==> config.mk <==
export PLATFORM = sky130hd
export DESIGN_NAME = pgtm_top
export DESIGN_NICKNAME = d
export VERILOG_FILES = /design/src/hw/pgtm_pkg.sv /design/src/hw/pgtm_top.sv /design/src/hw/pgtm_tree.sv
export SDC_FILE = /design/constraint.sdc
export NUM_CORES = 1
export LEC_CHECK = 0
export BUFFER_PORTS_ARGS = -buffer_cell sky130_fd_sc_hd__buf_4
export CELL_PAD_IN_SITES_DETAIL_PLACEMENT = 1
export CELL_PAD_IN_SITES_GLOBAL_PLACEMENT = 2
export CORE_ASPECT_RATIO = 0.5
export CORE_MARGIN = 2
export CORE_UTILIZATION = 25
export DETAILED_ROUTE_END_ITERATION = 6
export PLACE_DENSITY = 0.61
export REMOVE_ABC_BUFFERS = 1
export SLEW_MARGIN = 40
export SYNTH_ARGS = -nofsm -noshare
export SYNTH_HDL_FRONTEND = slang
export SYNTH_HIERARCHICAL = 1
export SYNTH_SLANG_ARGS = --single-unit
==> constraint.sdc <==
create_clock -name clk_sys_i -period 1.8 [get_ports clk_sys_i]
set_clock_uncertainty 0.15 [all_clocks]
set_input_delay 0.27 -clock clk_sys_i [delete_from_list [all_inputs] [get_ports clk_sys_i]]
set_output_delay 0.27 -clock clk_sys_i [all_outputs]
set_load 0.1 [all_outputs]
==> src/hw/pgtm_pkg.sv <==
// Package with offsets, field positions and constants of the power-good mask bank
package pgtm_pkg;

   // Register byte offsets on the device register port
   localparam logic [7:0] PGTM_OFS_OUT4_RAIL_GROUP1_MASK     = 8'ha6;
   localparam logic [7:0] PGTM_OFS_OUT4_CTL_RAIL_GROUP2_MASK = 8'ha7;
   localparam logic [7:0] PGTM_OFS_OUT2_RAIL_GROUP1_MASK     = 8'ha8;

   // Register width and the value read at an unmapped offset
   localparam int         PGTM_REG_W        = 8;
   localparam logic [7:0] PGTM_UNMAPPED_VAL = 8'h00;

   // Value taken by the async reset before configuration defaults load
   localparam logic [7:0] PGTM_CLEAR_VAL = 8'h00;

   // Rail group one field positions (same layout for both outputs)
   localparam int PGTM_BIT_ADJ_LDO_TWO_MASK     = 7;
   localparam int PGTM_BIT_LOAD_SWITCH_ONE_MASK = 6;
   localparam int PGTM_BIT_BUCK_RAIL_SIX_MASK   = 5;
   localparam int PGTM_BIT_BUCK_RAIL_ONE_MASK   = 0;
   localparam int PGTM_NUM_BUCK                 = 6;

   // Control pin and rail group two field positions
   localparam int PGTM_BIT_CONTROL_PIN_FIVE_MASK  = 7;
   localparam int PGTM_BIT_CONTROL_PIN_FOUR_MASK  = 6;
   localparam int PGTM_BIT_CONTROL_PIN_TWO_MASK   = 5;
   localparam int PGTM_BIT_CONTROL_PIN_ONE_MASK   = 4;
   localparam int PGTM_BIT_TERMINATION_LDO_MASK   = 3;
   localparam int PGTM_BIT_SHARED_SWITCH_LDO_MASK = 2;
   localparam int PGTM_BIT_LOAD_SWITCH_TWO_MASK   = 1;
   localparam int PGTM_BIT_ADJ_LDO_THREE_MASK     = 0;

   // Source counts of the two trees
   localparam int PGTM_OUT4_SRC_N = 16;
   localparam int PGTM_OUT2_SRC_N = 8;

   // Number of external input bits that are synchronised
   localparam int PGTM_SYNC_N = 17;

endpackage

==> src/hw/pgtm_top.sv <==
// Power-good tree mask registers and the two masked power-good outputs
//
// Function
// (RQ1) Register a6h: ldo2, switch1, bucks six..one masks
// (RQ2) Output four rail mask: 0 includes, 1 ignores
// (RQ3) Register a7h bits 7..4: control pins 5,4,2,1
// (RQ4) Control pin mask: 0 includes, 1 ignores
// (RQ5) a7h bits 3..0: vtt, shared, switch2, ldo3
// (RQ6) Configuration picks shared source, software cannot
// (RQ7) Register a8h: output two, same layout
// (RQ8) Output two masks independent of output four
// (RQ9) Mask start values come from device configuration
// (RQ10) Output good only while all included sources good
module pgtm_top
   import pgtm_pkg::*;
(
   // Clock and reset
   input  wire logic       clk_sys_i,
   input  wire logic       nrst_i,
   // Register port from the device serial interface engine
   input  wire logic       reg_wr_i,
   input  wire logic       reg_rd_i,
   input  wire logic [7:0] reg_addr_i,
   input  wire logic [7:0] reg_wdata_i,
   output logic      [7:0] reg_rdata_o,
   output logic            reg_rvalid_o,
   // Device configuration: start values and shared source choice
   input  wire logic [7:0] cfg_out4_grp1_dflt_i,
   input  wire logic [7:0] cfg_out4_grp2_dflt_i,
   input  wire logic [7:0] cfg_out2_grp1_dflt_i,
   input  wire logic       cfg_shared_is_ldo_i,
   // Regulator power-good inputs, asynchronous
   input  wire logic [5:0] buck_pg_i,
   input  wire logic       adj_ldo_one_pg_i,
   input  wire logic       adj_ldo_two_pg_i,
   input  wire logic       adj_ldo_three_pg_i,
   input  wire logic       load_switch_one_pg_i,
   input  wire logic       load_switch_two_pg_i,
   input  wire logic       load_switch_three_pg_i,
   input  wire logic       termination_ldo_pg_i,
   // Control input pins, asynchronous
   input  wire logic       control_pin_one_i,
   input  wire logic       control_pin_two_i,
   input  wire logic       control_pin_four_i,
   input  wire logic       control_pin_five_i,
   // Power-good outputs
   output logic            gp_output_four_o,
   output logic            gp_output_two_o
);

   // Mask registers
   logic [7:0] out4_rail_group1_mask_reg;     // Output four, rails group one
   logic [7:0] out4_ctl_rail_group2_mask_reg; // Output four, pins and group two
   logic [7:0] out2_rail_group1_mask_reg;     // Output two, rails group one

   // Configuration load tracking
   logic       cfg_loaded_reg;    // High once defaults are loaded
   logic       shared_is_ldo_reg; // Latched shared source choice

   // Synchroniser stages
   logic [PGTM_SYNC_N-1:0] raw_in;     // Gathered asynchronous inputs
   logic [PGTM_SYNC_N-1:0] sync1_reg;  // First stage, read only by second
   logic [PGTM_SYNC_N-1:0] sync2_reg;  // Second stage, safe to use

   // Synchronised sources by name
   logic [5:0] buck_pg_s;
   logic       ldo1_pg_s;
   logic       ldo2_pg_s;
   logic       ldo3_pg_s;
   logic       sw1_pg_s;
   logic       sw2_pg_s;
   logic       sw3_pg_s;
   logic       vtt_pg_s;
   logic       ctl1_s;
   logic       ctl2_s;
   logic       ctl4_s;
   logic       ctl5_s;
   logic       shared_pg_s; // Shared source after configuration choice

   // Tree source vectors, positions match mask register bits
   logic [7:0]                 rail_group1_good; // Common to both outputs
   logic [7:0]                 group2_good;      // Pins and group two
   logic [PGTM_OUT4_SRC_N-1:0] out4_good;
   logic [PGTM_OUT4_SRC_N-1:0] out4_mask;

   // Decoded write strobes
   logic wr_out4_grp1;
   logic wr_out4_grp2;
   logic wr_out2_grp1;

   // Read data mux
   logic [7:0] rdata_next;

   // Gather all asynchronous inputs into one vector
   always_comb begin
      raw_in = {control_pin_five_i, control_pin_four_i, control_pin_two_i,
                control_pin_one_i, termination_ldo_pg_i, load_switch_three_pg_i,
                load_switch_two_pg_i, load_switch_one_pg_i, adj_ldo_three_pg_i,
                adj_ldo_two_pg_i, adj_ldo_one_pg_i, buck_pg_i};
   end

   // Two-flop synchroniser for pins and power-good signals
   always_ff @(posedge clk_sys_i or negedge nrst_i) begin
      if (!nrst_i) begin
         sync1_reg <= '0;
         sync2_reg <= '0;
      end else begin
         sync1_reg <= raw_in;
         sync2_reg <= sync1_reg;
      end
   end

   // Split the synchronised vector back into named sources
   always_comb begin
      {ctl5_s, ctl4_s, ctl2_s, ctl1_s, vtt_pg_s, sw3_pg_s, sw2_pg_s,
       sw1_pg_s, ldo3_pg_s, ldo2_pg_s, ldo1_pg_s, buck_pg_s} = sync2_reg;
   end

   // Shared source: configuration decides, no register bit touches it
   always_comb begin
      shared_pg_s = shared_is_ldo_reg ? ldo1_pg_s : sw3_pg_s; // RQ6
   end

   // Build rail group one in register bit order
   always_comb begin
      rail_group1_good = '0;
      rail_group1_good[PGTM_BIT_ADJ_LDO_TWO_MASK]     = ldo2_pg_s; // RQ1
      rail_group1_good[PGTM_BIT_LOAD_SWITCH_ONE_MASK] = sw1_pg_s;  // RQ1
      rail_group1_good[PGTM_BIT_BUCK_RAIL_SIX_MASK:PGTM_BIT_BUCK_RAIL_ONE_MASK]
         = buck_pg_s; // RQ1
   end

   // Build pins and rail group two in register bit order
   always_comb begin
      group2_good = '0;
      group2_good[PGTM_BIT_CONTROL_PIN_FIVE_MASK]  = ctl5_s;      // RQ3
      group2_good[PGTM_BIT_CONTROL_PIN_FOUR_MASK]  = ctl4_s;      // RQ3
      group2_good[PGTM_BIT_CONTROL_PIN_TWO_MASK]   = ctl2_s;      // RQ3
      group2_good[PGTM_BIT_CONTROL_PIN_ONE_MASK]   = ctl1_s;      // RQ3
      group2_good[PGTM_BIT_TERMINATION_LDO_MASK]   = vtt_pg_s;    // RQ5
      group2_good[PGTM_BIT_SHARED_SWITCH_LDO_MASK] = shared_pg_s; // RQ5
      group2_good[PGTM_BIT_LOAD_SWITCH_TWO_MASK]   = sw2_pg_s;    // RQ5
      group2_good[PGTM_BIT_ADJ_LDO_THREE_MASK]     = ldo3_pg_s;   // RQ5
   end

   // Output four tree spans both of its registers
   always_comb begin
      out4_good = {group2_good, rail_group1_good};
      out4_mask = {out4_ctl_rail_group2_mask_reg, out4_rail_group1_mask_reg};
   end

   // Address decode of writes, only after defaults are in place
   always_comb begin
      wr_out4_grp1 = reg_wr_i && cfg_loaded_reg
                     && (reg_addr_i == PGTM_OFS_OUT4_RAIL_GROUP1_MASK);
      wr_out4_grp2 = reg_wr_i && cfg_loaded_reg
                     && (reg_addr_i == PGTM_OFS_OUT4_CTL_RAIL_GROUP2_MASK);
      wr_out2_grp1 = reg_wr_i && cfg_loaded_reg
                     && (reg_addr_i == PGTM_OFS_OUT2_RAIL_GROUP1_MASK);
   end

   // Load configuration once, on the first edge after reset release
   always_ff @(posedge clk_sys_i or negedge nrst_i) begin
      if (!nrst_i) begin
         cfg_loaded_reg    <= 1'b0;
         shared_is_ldo_reg <= 1'b0;
      end else if (!cfg_loaded_reg) begin
         cfg_loaded_reg    <= 1'b1;
         shared_is_ldo_reg <= cfg_shared_is_ldo_i; // RQ6
      end
   end

   // Output four rail group one mask register
   always_ff @(posedge clk_sys_i or negedge nrst_i) begin
      if (!nrst_i) begin
         out4_rail_group1_mask_reg <= PGTM_CLEAR_VAL;
      end else if (!cfg_loaded_reg) begin
         out4_rail_group1_mask_reg <= cfg_out4_grp1_dflt_i; // RQ9
      end else if (wr_out4_grp1) begin
         out4_rail_group1_mask_reg <= reg_wdata_i; // RQ1
      end
   end

   // Output four control pin and rail group two mask register
   always_ff @(posedge clk_sys_i or negedge nrst_i) begin
      if (!nrst_i) begin
         out4_ctl_rail_group2_mask_reg <= PGTM_CLEAR_VAL;
      end else if (!cfg_loaded_reg) begin
         out4_ctl_rail_group2_mask_reg <= cfg_out4_grp2_dflt_i; // RQ9
      end else if (wr_out4_grp2) begin
         out4_ctl_rail_group2_mask_reg <= reg_wdata_i; // RQ3
      end
   end

   // Output two rail group one mask register, independent of output four
   always_ff @(posedge clk_sys_i or negedge nrst_i) begin
      if (!nrst_i) begin
         out2_rail_group1_mask_reg <= PGTM_CLEAR_VAL;
      end else if (!cfg_loaded_reg) begin
         out2_rail_group1_mask_reg <= cfg_out2_grp1_dflt_i; // RQ9
      end else if (wr_out2_grp1) begin
         out2_rail_group1_mask_reg <= reg_wdata_i; // RQ7
      end
   end

   // Read mux, unmapped offsets read zero
   always_comb begin
      case (reg_addr_i)
         PGTM_OFS_OUT4_RAIL_GROUP1_MASK:     rdata_next = out4_rail_group1_mask_reg;
         PGTM_OFS_OUT4_CTL_RAIL_GROUP2_MASK: rdata_next = out4_ctl_rail_group2_mask_reg;
         PGTM_OFS_OUT2_RAIL_GROUP1_MASK:     rdata_next = out2_rail_group1_mask_reg;
         default:                            rdata_next = PGTM_UNMAPPED_VAL;
      endcase
   end

   // Registered read answer, one cycle after the request
   always_ff @(posedge clk_sys_i or negedge nrst_i) begin
      if (!nrst_i) begin
         reg_rdata_o  <= PGTM_UNMAPPED_VAL;
         reg_rvalid_o <= 1'b0;
      end else begin
         reg_rvalid_o <= reg_rd_i;
         if (reg_rd_i) begin
            reg_rdata_o <= rdata_next;
         end
      end
   end

   // Output four tree: mask 0 includes source, mask 1 ignores it
   pgtm_tree #(
      .SRC_N (PGTM_OUT4_SRC_N)
   ) u_tree_out4 (
      .clk_sys_i   (clk_sys_i),
      .nrst_i      (nrst_i),
      .src_good_i  (out4_good),
      .src_mask_i  (out4_mask),      // RQ2 RQ4 RQ10
      .tree_good_o (gp_output_four_o)
   );

   // Output two tree, its own mask register only
   pgtm_tree #(
      .SRC_N (PGTM_OUT2_SRC_N)
   ) u_tree_out2 (
      .clk_sys_i   (clk_sys_i),
      .nrst_i      (nrst_i),
      .src_good_i  (rail_group1_good),
      .src_mask_i  (out2_rail_group1_mask_reg), // RQ8 RQ10
      .tree_good_o (gp_output_two_o)
   );

endmodule

==> src/hw/pgtm_tree.sv <==
// Masked power-good tree: AND of every included source, registered output
module pgtm_tree #(
   parameter int SRC_N = 8
) (
   // Clock and reset
   input  wire logic             clk_sys_i,
   input  wire logic             nrst_i,
   // Sources and their masks, mask bit set means ignored
   input  wire logic [SRC_N-1:0] src_good_i,
   input  wire logic [SRC_N-1:0] src_mask_i,
   // Tree result
   output logic                  tree_good_o
);

   logic tree_good_next; // Combinational tree value

   // Masked sources read as good, so they cannot pull the output low
   always_comb begin
      tree_good_next = &(src_good_i | src_mask_i);
   end

   // Output flop, low (not good) during reset
   always_ff @(posedge clk_sys_i or negedge nrst_i) begin
      if (!nrst_i) begin
         tree_good_o <= 1'b0;
      end else begin
         tree_good_o <= tree_good_next;
      end
   end

endmodule

# After elaboration in Yosys (flattened, before gate mapping)
# Index checks and enable logic that the tools add are counted.
[op_classes]
n_bitwise = 2
n_reduce_logical = 6
n_eq_ne = 6
muxes = 8
[op_table]
columns = ["operator", "count"]
rows = [
  ["8-bit two-way mux", 6],
  ["8-bit == test, second input constant", 3],
  ["8-bit one-hot mux with 3 select lines", 1],
  ["16-bit OR", 1],
  ["16-bit AND reduction", 1],
  ["8-bit OR", 1],
  ["8-bit AND reduction", 1],
  ["2-bit by 1-bit inequality test with 1-bit output, second input constant", 3],
  ["1-bit logical AND", 4],
  ["1-bit two-way mux", 1],
]
[totals]
wordCells = 33
regBits = 71

# Logic depth before layout (Yosys ltp)
[depth]
word_depth = 4
depth_mapped = 5
depth_no_buf = 4

# Hierarchy
# Netlist, hierarchy kept.
[by_module_without_submodules]
columns = ["mod", "seq_area_each_um2", "area_per_inst_um2", "instances", "cells_each"]
rows = [
  ["pgtm_top", 1726.7, 2871.5, 1, 250],
  ["pgtm_tree at u_tree_out4", 25.0, 98.8, 1, 14],
  ["pgtm_tree at u_tree_out2", 25.0, 62.6, 1, 6],
]

# Worst setup path after synthesis
# OpenSTA, ideal clock, no wires.
[synth_timing]
kind = "input to register"
start = "input port reg_addr_i[6]"
end = "register out4_ctl_rail_group2_mask_reg[5]"
path_slack_ps = 283
required_time_ps = 1560
path_stages = 5
arrival_ps = 1277
setup_ps = 90
n_path_buf = 2
cell_sequence = "nand4bb_1 buf_2 buf_6 or4_1 o221ai_1"
[synth_between]
elab_chain_len = 3
[synth_lines]
columns = ["item", "line_no", "source"]
rows = [
  ["start, declared", "pgtm_top.sv:23", "input wire logic [7:0] reg_addr_i,"],
  ["8-bit == test", "pgtm_top.sv:157", "&& (reg_addr_i == PGTM_OFS_OUT4_CTL_RAIL_GROUP2_MASK);"],
  ["1-bit logical AND", "pgtm_top.sv:157", ""],
  ["2-bit by 1-bit inequality test with 1-bit output (no line)", "n/a", ""],
  ["end signal, assigned", "pgtm_top.sv:189", "out4_ctl_rail_group2_mask_reg <= cfg_out4_grp2_dflt_i;"],
  ["end signal, assigned", "pgtm_top.sv:191", "out4_ctl_rail_group2_mask_reg <= reg_wdata_i;"],
  ["end, declared", "pgtm_top.sv:53", "logic [7:0] out4_ctl_rail_group2_mask_reg;"],
]
# Every way passes these cells.
# A chain may end at the register's enable or synchronous reset.

# Final worst setup path
[layout_timing]
start = "register cfg_loaded_reg"
end = "register out4_ctl_rail_group2_mask_reg[2]"
[layout_between]
elab_chain_len = 3
[layout_lines]
columns = ["item", "line_no", "source"]
rows = [
  ["start, declared", "pgtm_top.sv:57", "logic cfg_loaded_reg;"],
  ["start signal, assigned", "pgtm_top.sv:165", "cfg_loaded_reg <= 1'b0;"],
  ["start signal, assigned", "pgtm_top.sv:168", "cfg_loaded_reg <= 1'b1;"],
  ["1-bit logical AND", "pgtm_top.sv:156", "wr_out4_grp2 = reg_wr_i && cfg_loaded_reg"],
  ["1-bit logical AND", "pgtm_top.sv:157", ""],
  ["2-bit by 1-bit inequality test with 1-bit output (no line)", "n/a", ""],
]
# Several ways; a longest one is shown, not always the timed one.

==> out/metrics.yaml <==
outcome:
  outcome: "completed"
worst_hold_path:
  worstHoldStart: "cfg_shared_is_ldo_i"
  hold-path-endpoint: "shared_is_ldo_reg$_DFFE_PN0N_"
  hp-class: "in2reg"
  hold_path_depth: 2
clocking:
  cts_tree: "yes"
  path_clk_slew_ns: 0.06
  cts_made_buffers: 9
  clock-root-buffer: "clkbuf_16"
  hold_buffers: 19
  cts_htree_levels: 3
  clk_path_buf_depth: 2
  clk_latency_ns: 0.33
  cts_resized: 0
  clock-sinks: 71
  postCtsSetupRepairBufs: 0
drt:
  ant_nets: 0
  wl_per_cell_um: 18.1
  vias: 2626
  viasPerCell: 4.91
  first_pass_iters: 4
  wl_mm: 9.66
  drcViolationCount: 0
  drt_iter0_drc: 112
timing:
  maxSlewHeadroom_pct: 57.7
  max_freq_mhz: 671
  fin_crit_sh_pct: 82.8
  drv_slew: 0
  layout_setup_ws_ns: 0.310
  worst_pin_slew_ns: 0.634
  final_hold_viol_count: 0
  rsz0062_at_grt: "false"
  finalCriticalPeriod_ns: 1.49
  setup_viol: 0
synthesis:
  ys_ff_latch: 71
  yosys_warnings: 6
  synth_cells: 270
  synth_area_sq_um: 3030
  synth_seq_area_share_pct: 58.6
  ys_types: 32
  syn-mean-instance-area_sq_um: 11.2
setup_path:
  end_kind: "register"
  crit_type: "reg2reg"
  reg2reg_depth: 4
  ff2ff_setup_slack_ns: 0.31
  cp_data_required_time_ns: 1.90
  arrival_ns: 1.59
  start_kind: "register"
  r2r-end: "out4_ctl_rail_group2_mask_reg[2]$_DFFE_PN0P_"
  worstReg2RegStart: "cfg_loaded_reg$_DFF_PN0_"
  cp_max_fo: 33
pwr:
  p_per_area_nw_per_um2: 962
  power.leakage_nw: 1.91
  peakVddDrop_mv: 0.465
placement:
  dpl.hpwl_mm: 6.86
  gp_congestion: 0.791
  post-place-ws_ns: -0.0391
  io_buffers: 72
  dp_cells: 500
floorplan:
  start_util_pct: 25.7
  core_sq_um: 11800
  rows: 28
  die_h_um: 81.9
  io_pins: 73
  die_x_um: 160
  die_area_sq_um: 13100
final_layout:
  mostFrequentLayoutCells: "83 x buf_4, 71 x dfrtp_1, 25 x inv_1"
  antenna-diode-count: 0
  layout_commonest_cell: "buf_4"
  nets: 427
  drive_above_1_share_pct: 30.8
  area_delta_synth_final_pct: 44.1
  layout.cells.non_filler: 535
  n_fill_cell: 1319
global_routing:
  grt_overflow: 0
  grt_max_degree: 42
  grt_pass1_vias: 2808
  track_usage_pct: 16.1
  antenna_found_initial: 0
  grt_pass1_wl_mm: 15.8
flow_run:
  drv_cap: 0
synth_stat cells:
| library cell | number | area [sq um] |
|---|---|---|
| nand2_1 | 17 | 63.8 |
| nor4_4 | 1 | 21.3 |
| nand4bb_1 | 1 | 11.3 |
| or4b_1 | 1 | 10.0 |
| nor4_2 | 1 | 12.5 |
| buf_4 | 1 | 7.51 |
| o31ai_1 | 8 | 60.1 |
| buf_2 | 10 | 50.1 |
| o22ai_1 | 17 | 106 |
| nor2_1 | 12 | 45.0 |
| dfrtp_1 | 71 | 1780 |
| buf_6 | 1 | 11.3 |
| nor4bb_1 | 1 | 10.0 |
| o32ai_1 | 3 | 26.3 |
| mux2_2 | 7 | 78.8 |
| conb_1 | 1 | 3.75 |
| clkbuf_1 | 10 | 37.5 |
| and4_1 | 2 | 17.5 |
| nand3b_1 | 1 | 7.51 |
| o221ai_1 | 16 | 140 |
| inv_1 | 25 | 93.8 |
| nand4_1 | 16 | 100 |
| buf_1 | 1 | 3.75 |
| and3b_1 | 9 | 78.8 |
| nand3_1 | 8 | 40.0 |
| nor3b_1 | 1 | 7.51 |
| a221oi_1 | 3 | 26.3 |
| or4_1 | 8 | 60.1 |
| nor4b_2 | 1 | 15.0 |
| a22oi_1 | 5 | 37.5 |
| a21boi_0 | 3 | 22.5 |
| a31oi_1 | 8 | 50.1 |
report_power, final:
part	internal, W	total (W)	leakage [nW]	switching (W)
combinational	0.000237	0.000495	0.908	0.000259
sequential	0.00169	0.00176	0.853	0.0000709
clock	0.00122	0.00194	0.153	0.000721
total	0.00315	0.00420	1.91	0.00105
layer usage:
| metal | global-route usage [%] | vias to the layer above | wire length, um |
|---|---|---|---|
| li1 | - | 1203 | - |
| met1 | 22.2 | 1338 | 4570 |
| met2 | 24.8 | 72 | 4380 |
| met3 | 4.19 | 13 | 602 |
| met4 | 5.00 | 0 | 110 |
| met5 | 0 | - | 0 |
layout make-up:
| type | count | area, sq um | area share (%) |
|---|---|---|---|
| clock buffer | 10 | 229 | 5.24 |
| sequential | 71 | 1780 | 40.6 |
| tap | 165 | 206 | 4.72 |
| inverter | 25 | 93.8 | 2.15 |
| multi-input combinational | 151 | 1060 | 24.2 |
| clock inverter | 6 | 93.8 | 2.15 |
| timing repair buffer | 107 | 913 | 20.9 |
metrics by stage:
stage	area, sq um	util [%]	hold WS, ns	power [W]	setup TNS, ns
floorplan	2920	-	-0.176	0.00196	-18.13
global placement	3860	32.7	0.0739	0.00225	0
detailed placement	3860	32.7	0.0912	0.00226	-0.0391
CTS	4370	37.0	0.0217	0.00426	0
global route	4370	37.0	0.0228	0.00440	0
finish	4370	37.0	0.0290	0.00420	0
critical path, cell delays in order, from the launching register on:
cell      delay, ns
dfrtp_1        0.43
buf_12         0.21
nand3_1        0.08
or4_1          0.44
o221ai_1       0.09
kinds of logic (layout without fill, tap and decap cells):
| family | Yosys count | count (layout) | share of synthesized area [%] |
|---|---|---|---|
| and+or+nand+nor | 80 | 80 | 16.5 |
| DFF | 71 | 71 | 58.6 |
| AOI/OAI and AO/OA | 63 | 63 | 15.5 |
| buffers and inverters | 48 | 148 | 6.72 |
| muxes | 7 | 7 | 2.60 |
| other | 1 | 1 | 0.124 |
worst max-delay path by stage:
stage                             start                                            to  slack [ns]  depth (start not counted)
4_1_cts        cfg_loaded_reg$_DFF_PN0_  out4_ctl_rail_group2_mask_reg[2]$_DFFE_PN0P_        0.30                          4
5_1_grt        cfg_loaded_reg$_DFF_PN0_  out4_ctl_rail_group2_mask_reg[2]$_DFFE_PN0P_        0.23                          4
3_5_place_dp              reg_addr_i[1]      out2_rail_group1_mask_reg[1]$_DFFE_PN0P_       -0.04                          4
6_report       cfg_loaded_reg$_DFF_PN0_  out4_ctl_rail_group2_mask_reg[2]$_DFFE_PN0P_        0.31                          4
2_1_floorplan             reg_addr_i[7]                    reg_rdata_o[0]$_DFFE_PN0P_       -0.81                          3
3_3_place_gp              reg_addr_i[1]      out2_rail_group1_mask_reg[0]$_DFFE_PN0P_        0.03                          4
No activity file was read; power rests on OpenSTA's default activity.
